--- src/shared/efge_pkg.sv ---
// Purpose: Shared constants for the error flag and general-purpose pin block
// Assumes: Eight-bit registers behind a four-bit register pointer
// Notes: Field positions and reset values live here; efge_top still slices the command byte and gain_r[2:0] inline
package efge_pkg;
  // Port and flag geometry
  localparam int NPIN = 7;
  localparam int NFLAG = 5;
  localparam int NSENSE = 4;
  localparam int SUPP_W = 4;

  // Register pointers
  localparam logic [3:0] A_GAIN = 4'h0;
  localparam logic [3:0] A_CPHASE = 4'h2;
  localparam logic [3:0] A_BUFTIM = 4'h3;
  localparam logic [3:0] A_ERR = 4'h4;
  localparam logic [3:0] A_TSW = 4'h6;
  localparam logic [3:0] A_DIR = 4'h8;
  localparam logic [3:0] A_ECS = 4'h9;
  localparam logic [3:0] A_PINVAL = 4'ha;
  localparam logic [3:0] A_CFG = 4'hb;
  localparam logic [3:0] A_SFR = 4'hc;

  // Reset values
  localparam logic [7:0] GAIN_RST = 8'h00;
  localparam logic [7:0] BUFTIM_RST = 8'h19;
  localparam logic [7:0] ZERO_RST = 8'h00;

  // Configuration register fields
  localparam int CFG_SUPP_LSB = 0;
  localparam int CFG_CHK_BIT = 6;
  localparam int CFG_LTD_BIT = 7;

  // Error flag positions
  localparam int FLG_CLAMP = 0;
  localparam int FLG_IOV = 1;
  localparam int FLG_GAIN = 2;
  localparam int FLG_OUT = 3;
  localparam int FLG_CHK = 4;

  // Special-function select bits; bit n routes to pin n, bit 7 to pin 6
  localparam int SF_EXT_MUX_ADDR_BIT0 = 0;
  localparam int SF_EXT_MUX_ADDR_BIT1 = 1;
  localparam int SF_EXT_MUX_ADDR_BIT2 = 2;
  localparam int SF_ERROR_FLAG_OUTPUT_FUNCTION = 3;
  localparam int SF_BUFFER_TRIGGER_INPUT_FUNCTION = 4;
  localparam int SF_BUFFER_ACTIVE_OUTPUT_FUNCTION = 5;
  localparam int SF_SYNC_INPUT_FUNCTION = 6;
  localparam int SF_OSCILLATOR_OUTPUT_FUNCTION = 7;
  localparam int PIN_BUFFER_TRIGGER_INPUT_FUNCTION = 4;
  localparam int PIN_SYNC = 6;

  // Command byte fields
  localparam logic [1:0] CMD_WRITE = 2'h1;
  localparam logic [1:0] CMD_READ = 2'h2;
  localparam logic [1:0] CMD_DCS = 2'h3;
  localparam int CMD_TRIG_BIT = 5;

  // Falling-edge counts at byte ends
  localparam logic [4:0] LAST_CMD = 5'h07;
  localparam logic [4:0] LAST_DATA = 5'h0f;
  localparam logic [4:0] LAST_CHK = 5'h17;

  // Serial engine states
  typedef enum logic [3:0] {
    ST_SHIFT = 4'b0001,
    ST_RDOUT = 4'b0010,
    ST_EWAIT = 4'b0100,
    ST_EACT = 4'b1000
  } efge_spi_st_t;
endpackage : efge_pkg

--- src/rtl/efge_supp_filter.sv ---
// Purpose: Suppression-delay filter for one error sensor
// Assumes: Sensor level already in the system clock domain
// Notes: One delay step is one system clock cycle
`timescale 1ns/10ps
module efge_supp_filter #(
  parameter int CW = efge_pkg::SUPP_W
) (
  // Clock and reset
  input wire logic i_clk_sys,
  input wire logic i_rst_b,
  // Sensor and delay setting
  input wire logic i_raw,
  input wire logic [CW-1:0] i_delay,
  // Filtered hit
  output logic o_hit
);
  if (CW < 1 || CW > 16) begin : g_bad_cw
    $error("efge_supp_filter: counter width out of range");
  end

  logic [CW-1:0] cnt_r;
  logic [CW-1:0] cnt_nxt;
  logic hit_nxt;
  logic at_top;

  // Saturate so a long fault never wraps back to quiet
  assign at_top = (cnt_r == {CW{1'b1}});
  assign cnt_nxt = !i_raw ? '0 : (at_top ? cnt_r : cnt_r + 1'b1);
  assign hit_nxt = i_raw && (cnt_r >= i_delay);

  // Counter and registered hit
  always_ff @(posedge i_clk_sys) begin
    if (!i_rst_b) begin
      cnt_r <= '0;
      o_hit <= 1'b0;
    end else begin
      cnt_r <= cnt_nxt;
      o_hit <= hit_nxt;
    end
  end
endmodule : efge_supp_filter

--- src/rtl/efge_top.sv ---
// Purpose: Error flag latching and general-purpose pin port with serial access
// Assumes: Serial pins and pin inputs are asynchronous; sensors are on i_clk_sys
// Notes: Serial clock must be well below a quarter of i_clk_sys
`timescale 1ns/10ps
module efge_top #(
  parameter int NPIN = efge_pkg::NPIN
) (
  // Clock and reset
  input wire logic i_clk_sys,
  input wire logic i_rst_b,
  // Serial port pins
  input wire logic i_spi_cs_b,
  input wire logic i_spi_sclk,
  input wire logic i_spi_sdi,
  output logic o_spi_sdo,
  output logic o_spi_sdo_oe,
  // General-purpose pins
  input wire logic [NPIN-1:0] i_gpio_in,
  output logic [NPIN-1:0] o_gpio_out,
  output logic [NPIN-1:0] o_gpio_oe,
  // Analog status
  input wire logic [efge_pkg::NSENSE-1:0] i_err_sense,
  input wire logic i_checksum_fail,
  input wire logic i_buf_active,
  input wire logic i_osc_clk,
  // Analog control
  output logic [7:0] o_gain,
  output logic [7:0] o_buftim,
  output logic [7:0] o_test_switch,
  output logic o_buf_trigger,
  output logic o_sync_in,
  output logic o_checksum_mode,
  output logic [efge_pkg::NFLAG-1:0] o_err_flags,
  output logic o_err_any
);
  if (NPIN != 7) begin : g_bad_npin
    $error("efge_top: pin routing is built for seven pins");
  end

  localparam int NS = NPIN + 3;
  localparam int NF = efge_pkg::NFLAG;

  // Synchroniser chain: cs, sclk, sdi, pins
  logic [NS-1:0] meta_r;
  logic [NS-1:0] sync_r;
  logic cs_prev_r;
  logic sclk_prev_r;
  logic buft_prev_r;
  wire cs_s = sync_r[0];
  wire sclk_s = sync_r[1];
  wire sdi_s = sync_r[2];
  wire [NPIN-1:0] gpio_s = sync_r[NS-1:3];

  always_ff @(posedge i_clk_sys) begin
    if (!i_rst_b) begin
      meta_r <= {NS{1'b1}};
      sync_r <= {NS{1'b1}};
    end else begin
      meta_r <= {i_gpio_in, i_spi_sdi, i_spi_sclk, i_spi_cs_b};
      sync_r <= meta_r;
    end
  end

  // Edge history on the second stage only
  always_ff @(posedge i_clk_sys) begin
    if (!i_rst_b) begin
      cs_prev_r <= 1'b1;
      sclk_prev_r <= 1'b1;
      buft_prev_r <= 1'b1; // Matches the synchroniser reset level, so no false edge
    end else begin
      cs_prev_r <= cs_s;
      sclk_prev_r <= sclk_s;
      buft_prev_r <= gpio_s[efge_pkg::PIN_BUFFER_TRIGGER_INPUT_FUNCTION];
    end
  end

  wire sclk_fall = sclk_prev_r && !sclk_s;
  wire sclk_rise = !sclk_prev_r && sclk_s;
  wire cs_rise = !cs_prev_r && cs_s;

  // Registers
  logic [7:0] gain_r;
  logic [7:0] cphase_r;
  logic [7:0] buftim_r;
  logic [7:0] tsw_r;
  logic [7:0] dir_r;
  logic [7:0] ecs_mode_r;
  logic [7:0] pinval_r;
  logic [7:0] cfg_r;
  logic [7:0] sfr_r;
  logic [NF-1:0] flag_r;

  // Serial engine state
  efge_pkg::efge_spi_st_t st_r;
  efge_pkg::efge_spi_st_t st_nxt;
  logic [4:0] bitcnt_r;
  logic [7:0] sh_r;
  logic [7:0] cmd_r;
  logic [7:0] tx_r;
  logic [2:0] ecs_pin_r;

  wire chk_mode = cfg_r[efge_pkg::CFG_CHK_BIT];
  wire ltd = cfg_r[efge_pkg::CFG_LTD_BIT];
  wire [7:0] byte_in = {sh_r[6:0], sdi_s};
  wire [4:0] frame_last = chk_mode ? efge_pkg::LAST_CHK : efge_pkg::LAST_DATA;
  wire in_frame = !cs_s && (st_r == efge_pkg::ST_SHIFT || st_r == efge_pkg::ST_RDOUT);
  wire fall_ok = in_frame && sclk_fall;
  wire cmd_done = fall_ok && (bitcnt_r == efge_pkg::LAST_CMD);
  wire data_done = fall_ok && (bitcnt_r == efge_pkg::LAST_DATA);
  wire frame_done = fall_ok && (bitcnt_r == frame_last);

  // Command decode at the end of the first byte
  wire [1:0] op = byte_in[7:6];
  wire is_read = cmd_done && op == efge_pkg::CMD_READ && byte_in[5:4] == 2'h0;
  wire is_dcs = cmd_done && op == efge_pkg::CMD_DCS && !byte_in[3];
  wire [2:0] dcs_pin = byte_in[2:0];
  wire dcs_ok = is_dcs && (dcs_pin < 3'(NPIN)) && ecs_mode_r[dcs_pin];
  wire dcs_cp = cphase_r[dcs_pin];
  wire trig_cmd = cmd_done && byte_in[efge_pkg::CMD_TRIG_BIT]
    && (op == efge_pkg::CMD_WRITE || op == efge_pkg::CMD_DCS);
  wire wr_en = data_done && cmd_r[7:6] == efge_pkg::CMD_WRITE && !cmd_r[4];
  wire [3:0] waddr = cmd_r[3:0];
  wire dcs_single = is_dcs && !dcs_ok;

  // Read data selection
  wire [3:0] raddr = byte_in[3:0];
  wire [7:0] rd_data =
    raddr == efge_pkg::A_GAIN ? gain_r :
    raddr == efge_pkg::A_CPHASE ? cphase_r :
    raddr == efge_pkg::A_BUFTIM ? buftim_r :
    raddr == efge_pkg::A_ERR ? 8'(flag_r) :
    raddr == efge_pkg::A_TSW ? tsw_r :
    raddr == efge_pkg::A_DIR ? dir_r :
    raddr == efge_pkg::A_ECS ? ecs_mode_r :
    raddr == efge_pkg::A_PINVAL ? 8'(gpio_s) :
    raddr == efge_pkg::A_CFG ? cfg_r :
    raddr == efge_pkg::A_SFR ? sfr_r : 8'h00;

  // Next state; a high chip select always wins
  always_comb begin
    st_nxt = st_r;
    case (st_r)
      efge_pkg::ST_SHIFT: begin
        if (is_read) begin
          st_nxt = efge_pkg::ST_RDOUT;
        end else if (dcs_ok) begin
          st_nxt = dcs_cp ? efge_pkg::ST_EACT : efge_pkg::ST_EWAIT;
        end
      end
      efge_pkg::ST_RDOUT: begin
        if (frame_done) begin
          st_nxt = efge_pkg::ST_SHIFT;
        end
      end
      efge_pkg::ST_EWAIT: begin
        if (sclk_rise) begin
          st_nxt = efge_pkg::ST_EACT;
        end
      end
      efge_pkg::ST_EACT: st_nxt = efge_pkg::ST_EACT;
      default: st_nxt = efge_pkg::ST_SHIFT;
    endcase
    if (cs_s) begin
      st_nxt = efge_pkg::ST_SHIFT;
    end
  end

  // Serial shift, count and state
  always_ff @(posedge i_clk_sys) begin
    if (!i_rst_b) begin
      st_r <= efge_pkg::ST_SHIFT;
      bitcnt_r <= 5'h00;
      sh_r <= 8'h00;
      cmd_r <= 8'h00;
      ecs_pin_r <= 3'h0;
    end else begin
      st_r <= st_nxt;
      if (cs_s) begin
        bitcnt_r <= 5'h00;
      end else if (frame_done || dcs_single) begin
        bitcnt_r <= 5'h00; // Chained commands restart here
      end else if (fall_ok) begin
        bitcnt_r <= bitcnt_r + 5'h01;
      end
      if (fall_ok) begin
        sh_r <= byte_in;
      end
      if (cmd_done) begin
        cmd_r <= byte_in;
      end
      if (dcs_ok) begin
        ecs_pin_r <= dcs_pin;
      end
    end
  end

  // Read data out: data changes on rising serial clock
  always_ff @(posedge i_clk_sys) begin
    if (!i_rst_b) begin
      tx_r <= 8'h00;
      o_spi_sdo <= 1'b0;
      o_spi_sdo_oe <= 1'b0;
    end else begin
      if (is_read) begin
        tx_r <= rd_data;
      end else if (st_r == efge_pkg::ST_RDOUT && sclk_rise && !cs_s) begin
        tx_r <= {tx_r[6:0], 1'b0};
        o_spi_sdo <= tx_r[7];
        o_spi_sdo_oe <= 1'b1;
      end
      if (cs_s || st_r != efge_pkg::ST_RDOUT) begin
        o_spi_sdo_oe <= 1'b0;
      end
    end
  end

  // Register writes; error register write clears the ones written
  always_ff @(posedge i_clk_sys) begin
    if (!i_rst_b) begin
      gain_r <= efge_pkg::GAIN_RST;
      cphase_r <= efge_pkg::ZERO_RST;
      buftim_r <= efge_pkg::BUFTIM_RST;
      tsw_r <= efge_pkg::ZERO_RST;
      dir_r <= efge_pkg::ZERO_RST;
      ecs_mode_r <= efge_pkg::ZERO_RST;
      pinval_r <= efge_pkg::ZERO_RST;
      cfg_r <= efge_pkg::ZERO_RST;
      sfr_r <= efge_pkg::ZERO_RST;
    end else if (wr_en) begin
      case (waddr)
        efge_pkg::A_GAIN: gain_r <= byte_in;
        efge_pkg::A_CPHASE: cphase_r <= byte_in;
        efge_pkg::A_BUFTIM: buftim_r <= byte_in;
        efge_pkg::A_TSW: tsw_r <= byte_in;
        efge_pkg::A_DIR: dir_r <= byte_in;
        efge_pkg::A_ECS: ecs_mode_r <= byte_in;
        efge_pkg::A_PINVAL: pinval_r <= byte_in;
        efge_pkg::A_CFG: cfg_r <= byte_in;
        efge_pkg::A_SFR: sfr_r <= byte_in;
        default: ;
      endcase
    end
  end

  // Sensor gating and filtering; buffer time masks every sensor
  wire [efge_pkg::NSENSE-1:0] sense_gated = i_err_sense & {efge_pkg::NSENSE{!i_buf_active}};
  logic [efge_pkg::NSENSE-1:0] hit;
  for (genvar g = 0; g < efge_pkg::NSENSE; g++) begin : g_filt
    efge_supp_filter #(.CW(efge_pkg::SUPP_W)) u_filt (
      .i_clk_sys(i_clk_sys),
      .i_rst_b(i_rst_b),
      .i_raw(sense_gated[g]),
      .i_delay(cfg_r[efge_pkg::CFG_SUPP_LSB +: efge_pkg::SUPP_W]),
      .o_hit(hit[g])
    );
  end

  // Flag update: a new event beats a clear in the same cycle
  wire chk_ev = i_checksum_fail && chk_mode;
  wire [NF-1:0] ev = {chk_ev, hit};
  wire [NF-1:0] clr = (wr_en && waddr == efge_pkg::A_ERR) ? byte_in[NF-1:0] : '0;
  wire [NF-1:0] flag_nxt = ltd ? ev : (ev | (flag_r & ~clr));

  always_ff @(posedge i_clk_sys) begin
    if (!i_rst_b) begin
      flag_r <= '0;
      o_err_any <= 1'b0;
    end else begin
      flag_r <= flag_nxt;
      o_err_any <= |flag_r;
    end
  end

  // Pin value selection: select mode over special function over stored value
  wire ecs_act = (st_r == efge_pkg::ST_EACT) && !cs_s;
  wire [NPIN-1:0] ecs_lvl = ~(ecs_act ? NPIN'(1) << ecs_pin_r : NPIN'(0));
  wire [NPIN-1:0] sf_sel = {sfr_r[efge_pkg::SF_OSCILLATOR_OUTPUT_FUNCTION], sfr_r[efge_pkg::SF_BUFFER_ACTIVE_OUTPUT_FUNCTION], 1'b0,
    sfr_r[efge_pkg::SF_ERROR_FLAG_OUTPUT_FUNCTION], sfr_r[efge_pkg::SF_EXT_MUX_ADDR_BIT2:efge_pkg::SF_EXT_MUX_ADDR_BIT0]};
  wire [NPIN-1:0] sf_val = {i_osc_clk, i_buf_active, 1'b0, o_err_any, gain_r[2:0]};
  wire [NPIN-1:0] ecs_m = ecs_mode_r[NPIN-1:0];
  wire [NPIN-1:0] pin_nxt = (ecs_m & ecs_lvl) | (~ecs_m & sf_sel & sf_val)
    | (~ecs_m & ~sf_sel & pinval_r[NPIN-1:0]);
  wire buft_pin = sfr_r[efge_pkg::SF_BUFFER_TRIGGER_INPUT_FUNCTION] && gpio_s[efge_pkg::PIN_BUFFER_TRIGGER_INPUT_FUNCTION] && !buft_prev_r;

  // Registered pin drive and control outputs
  always_ff @(posedge i_clk_sys) begin
    if (!i_rst_b) begin
      o_gpio_out <= '0;
      o_gpio_oe <= '0;
      o_buf_trigger <= 1'b0;
      o_sync_in <= 1'b0;
    end else begin
      o_gpio_out <= pin_nxt;
      o_gpio_oe <= dir_r[NPIN-1:0];
      o_buf_trigger <= trig_cmd || buft_pin;
      o_sync_in <= sfr_r[efge_pkg::SF_SYNC_INPUT_FUNCTION] && gpio_s[efge_pkg::PIN_SYNC];
    end
  end

  // Plain register copies; the direction sequence is the host's duty
  always_ff @(posedge i_clk_sys) begin
    if (!i_rst_b) begin
      o_gain <= efge_pkg::GAIN_RST;
      o_buftim <= efge_pkg::BUFTIM_RST;
      o_test_switch <= efge_pkg::ZERO_RST;
      o_checksum_mode <= 1'b0;
      o_err_flags <= '0;
    end else begin
      o_gain <= gain_r;
      o_buftim <= buftim_r;
      o_test_switch <= tsw_r;
      o_checksum_mode <= chk_mode;
      o_err_flags <= flag_r;
    end
  end
endmodule : efge_top

--- config.mk ---
export PLATFORM = sky130hd
export DESIGN_NAME = efge_top
export DESIGN_NICKNAME = d
export VERILOG_FILES = /design/src/shared/efge_pkg.sv /design/src/rtl/efge_supp_filter.sv /design/src/rtl/efge_top.sv
export SDC_FILE = /design/constraint.sdc
export NUM_CORES = 1
export LEC_CHECK = 0
export ABC_AREA = 1
export BUFFER_PORTS_ARGS = -buffer_cell sky130_fd_sc_hd__buf_2
export CORE_MARGIN = 2
export CORE_UTILIZATION = 40
export DETAILED_ROUTE_END_ITERATION = 6
export GPL_TIMING_DRIVEN = 0
export PLACE_DENSITY = 0.61
export SLEW_MARGIN = 20
export SYNTH_ARGS = -nofsm -noshare
export SYNTH_HDL_FRONTEND = slang
export SYNTH_SLANG_ARGS = --single-unit
--- constraint.sdc ---
create_clock -name i_clk_sys -period 2.5 [get_ports i_clk_sys]
set_clock_uncertainty 0.1 [all_clocks]
set_input_delay 0.5 -clock i_clk_sys [delete_from_list [all_inputs] [get_ports i_clk_sys]]
set_output_delay 0.5 -clock i_clk_sys [all_outputs]
set_load 0.01 [all_outputs]
==> tab_implementation.tex <==
\begin{tabular}{lr}
\hline
Metric & Value \\
\hline
\multicolumn{2}{l}{\textbf{Global route}} \\
Pin count of the biggest net entering global routing & 13 \\
Antenna violations before repair & 1 \\
Global-route wire length before repair & 37.2 mm \\
Total global-route track usage & 21.6\% \\
Leftover overflow at the end of global routing & 0 \\
Via count of the first global-routing pass & 6940 \\
\multicolumn{2}{l}{\textbf{Timing}} \\
Setup TNS & 0 ns \\
Final worst path period need & 2.34 ns \\
Period utilization & 93.8\% \\
Final count of negative-setup-slack endpoints & 0 \\
Transition time at the pin with the least slew margin & 0.852 ns \\
Final hold violation count & 0 \\
Maximum clock rate & 427 MHz \\
Unrepaired setup endpoints after global routing & false \\
Count of final max-slew check failures & 0 \\
Worst slew margin & 43.0\% \\
\multicolumn{2}{l}{\textbf{Yosys}} \\
Warnings, synthesis & 0 \\
Synthesized netlist cell count & 1089 \\
Post-synthesis average cell area & 7.69 sq um \\
Flip-flop and latch count after synthesis & 201 \\
Post-synth design cell area & 8380 sq um \\
Sequential area share after synthesis & 48.0\% \\
Count of flip-flops with a built-in enable after synthesis & 0 \\
Async set or reset register ratio after synthesis & 0\% \\
Most used DFF post-synth & sky130\_fd\_sc\_hd\_\_dfxtp\_1 \\
Syn Nets & 1130 \\
Dominant cells by area after synthesis & sky130\_fd\_sc\_hd\_\_dfxtp\_1 48\%, sky130\_fd\_sc\_hd\_\_nand2\_1 7.6\%, sky130\_fd\_sc\_hd\_\_inv\_1 7.2\% \\
Post-synth top area cell & sky130\_fd\_sc\_hd\_\_dfxtp\_1 \\
Area share of the largest cell type after synthesis & 48.0\% \\
Number of distinct library cells after synthesis & 42 \\
\multicolumn{2}{l}{\textbf{Place}} \\
Detailed placement HPWL & 17.6 mm \\
Port Buffers & 66 \\
Last weighted congestion value of the routability-driven placer & 0.947 \\
Placed inst area & 9050 sq um \\
\multicolumn{2}{l}{\textbf{Drt}} \\
Total detailed-routing wirelength & 24.0 mm \\
Number of search-and-repair iterations in the first detailed-routing pass & 6 \\
Final routed wire length divided by cell count & 16.3 microns \\
DRT iter0 DRCs & 670 \\
Post-detailed-route count of antenna-violating nets & 0 \\
DRC viols & 0 \\
Number of vias per cell after detailed routing & 5.12 \\
Vias after detailed routing & 7515 \\
\multicolumn{2}{l}{\textbf{Final layout}} \\
Commonest non-fill, non-tap cell in the layout & sky130\_fd\_sc\_hd\_\_dfxtp\_1 \\
Synth-to-layout area growth & 17.3\% \\
Highest-count cells in the layout ignoring fill and taps & 201 x sky130\_fd\_sc\_hd\_\_dfxtp\_1, 170 x sky130\_fd\_sc\_hd\_\_nand2\_1, 160 x sky130\_fd\_sc\_hd\_\_inv\_1 \\
Layout cell share with drive strength beyond 1 & 14.0\% \\
Design Area, Final & 9830 sq um \\
Layout net count & 1224 \\
\multicolumn{2}{l}{\textbf{Worst setup path}} \\
Reg2Reg Launch Point & sync\_r[2] \\
Crit path launch type & flop \\
WP data arrival & 2.65 ns \\
Worst reg2reg setup slack & 0.16 ns \\
Source of the critical timing path & sync\_r[2] \\
RR Endpoint & st\_r[2] \\
Path type of the worst setup path & reg -> reg \\
Slowest library cell on the worst path & sky130\_fd\_sc\_hd\_\_dfxtp\_1 \\
Delay of the slowest critical-path stage & 0.52 ns \\
Number of cells on the worst reg-to-reg path & 9 \\
Maximum fanout along the worst path & 7 \\
Category of the worst setup path capture point & flop \\
CP required & 2.81 ns \\
Crit-path cells & inv\_1 > nand2\_1 > o21ai\_0 > o21ai\_0 > nand3\_2 > nand3\_2 > nand3\_1 > nand2\_1 > nor2\_1 \\
Capture point of the critical path & st\_r[2] \\
\multicolumn{2}{l}{\textbf{Clock network}} \\
Total number of clock tree sinks & 201 \\
Number of levels the H-tree was split into & 1 \\
Root Buffer Master & sky130\_fd\_sc\_hd\_\_clkbuf\_16 \\
Later-pin clock latency in the skew report & 0.51 ns \\
CTS tree & built \\
Clock Pin Slew Worst Setup and Hold Paths & 0.06 ns \\
CTS Buf Count & 23 \\
Post-CTS Hold Fix Bufs & 0 \\
Maximum buffer depth of the clock tree & 3 \\
\multicolumn{2}{l}{\textbf{Run}} \\
Max-cap check violation count & 0 \\
\multicolumn{2}{l}{\textbf{Floorplanning}} \\
Die Height & 149 microns \\
Ports placed on the boundary & 68 \\
Die Wd & 149 microns \\
Floorplan row count & 52 \\
Total Die Area & 22100 sq um \\
Initial cell density of the core & 41.1\% \\
Core footprint & 20400 sq um \\
\multicolumn{2}{l}{\textbf{Run status}} \\
Result of the run & completed \\
\multicolumn{2}{l}{\textbf{Pwr}} \\
Pwr/cell area & 680 nW/um\^{}2 \\
Worst vdd ir & 0.536 mV \\
Leakage power of the design & 4.37 nW \\
\multicolumn{2}{l}{\textbf{Worst hold path}} \\
Type of the worst min-delay path & in -> reg \\
\hline
\end{tabular}
where the power goes:
part	leakage [nW]	switching, mW	total [mW]	internal, mW
registers	1.63	0.0197	3.25	3.23
clock network	0.363	1.29	3.22	1.93
logic	2.38	0.142	0.204	0.0614
worst max-delay path, delay by kind of cell, from the launching register on:
family / cells / cell delay [ns]
simple gates: 6 / 0.81
buf+inv: 1 / 0.23
compound gates: 2 / 0.57
flops: 1 / 0.52
cells by family (layout without fill, tap and decap cells):
kind of cell | after synthesis | in the layout | share of synthesized area [%]
DFF | 201 | 201 | 48.0
other | 0 | 1 | 0
buffers and inverters | 204 | 311 | 9.59
and+or+nand+nor | 395 | 395 | 21.6
adders and majority gates | 22 | 22 | 3.29
AOI/OAI and AO/OA | 267 | 267 | 17.5
synthesized netlist by cell type (8+ instances only):
library cell,instances
sky130_fd_sc_hd__nor3_1,13
sky130_fd_sc_hd__clkbuf_1,29
sky130_fd_sc_hd__nand2_1,170
sky130_fd_sc_hd__or2_2,24
sky130_fd_sc_hd__inv_1,160
sky130_fd_sc_hd__a21oi_1,104
sky130_fd_sc_hd__nand4_1,11
sky130_fd_sc_hd__nand3_1,49
sky130_fd_sc_hd__ha_1,22
sky130_fd_sc_hd__dfxtp_1,201
sky130_fd_sc_hd__a211oi_1,19
sky130_fd_sc_hd__nor2_1,103
sky130_fd_sc_hd__o21a_1,8
sky130_fd_sc_hd__o21ai_0,104
per-stage QoR:
stage               power, mW  utilization, %  hold slack (ns)  setup WS [ns]  cells
floorplan                3.44               -            0.293          0.467   1089
CTS                      6.75            48.0           0.0652         0.0567   1463
finish                   6.68            48.3           0.0793          0.156   1467
global route             6.90            48.3           0.0747         0.0322   1466
global placement         3.52            44.4            0.294         0.0556   1425
detailed placement       3.52            44.4            0.300         0.0949   1425
repair_timing:
item / CTS / global route
setup buffers: 0 / 3
gates resized for setup: 0 / 15
endpoints found under the setup margin: 0 / 27
area by class of cell:
type | instances | area, sq um
timing repair buffer | 69 | 365
buffer | 39 | 186
tap | 270 | 338
clock buffer | 31 | 656
inverter | 165 | 622
multi-input combinational | 684 | 3570
antenna | 1 | 2.50
clock inverter | 7 | 70.1
sequential | 201 | 4020
fill | 2037 | 10500
worst min path at each step:
stage | from | to | cells past startpoint
after floorplan | meta_r[0] | sync_r[0] | 1
after global placement | meta_r[9] | sync_r[9] | 1
after detailed placement | meta_r[5] | sync_r[5] | 1
after CTS | i_gpio_in[5] | meta_r[8] | 2
after global routing | i_gpio_in[1] | meta_r[4] | 2
final | i_spi_sdi | meta_r[2] | 2
flip-flops by register name (all words and copies together), names as in the netlist, 5 cells and up:
signal / cells
o_err_flags: 5
dir_r: 8
meta_r: 10
tsw_r: 8
o_gpio_oe: 7
tx_r: 8
sfr_r: 8
gain_r: 8
bitcnt_r: 5
sh_r: 7
ecs_mode_r: 8
pinval_r: 7
o_buftim: 8
g_filt.u_filt.cnt_r: 16
sync_r: 10
o_test_switch: 8
cphase_r: 8
flag_r: 5
o_gain: 8
cfg_r: 8
o_gpio_out: 7
buftim_r: 8
cmd_r: 7
layer usage:
layer | GRT usage [%] | wire length, microns | up-vias
met3 | 4.16 | 1670 | 58
met1 | 28.1 | 10400 | 3435
met4 | 8.10 | 877 | 0
li1 | - | - | 3743
met2 | 35.6 | 11000 | 279
met5 | 0 | 0 | -
No activity file was read; power rests on OpenSTA's default activity.
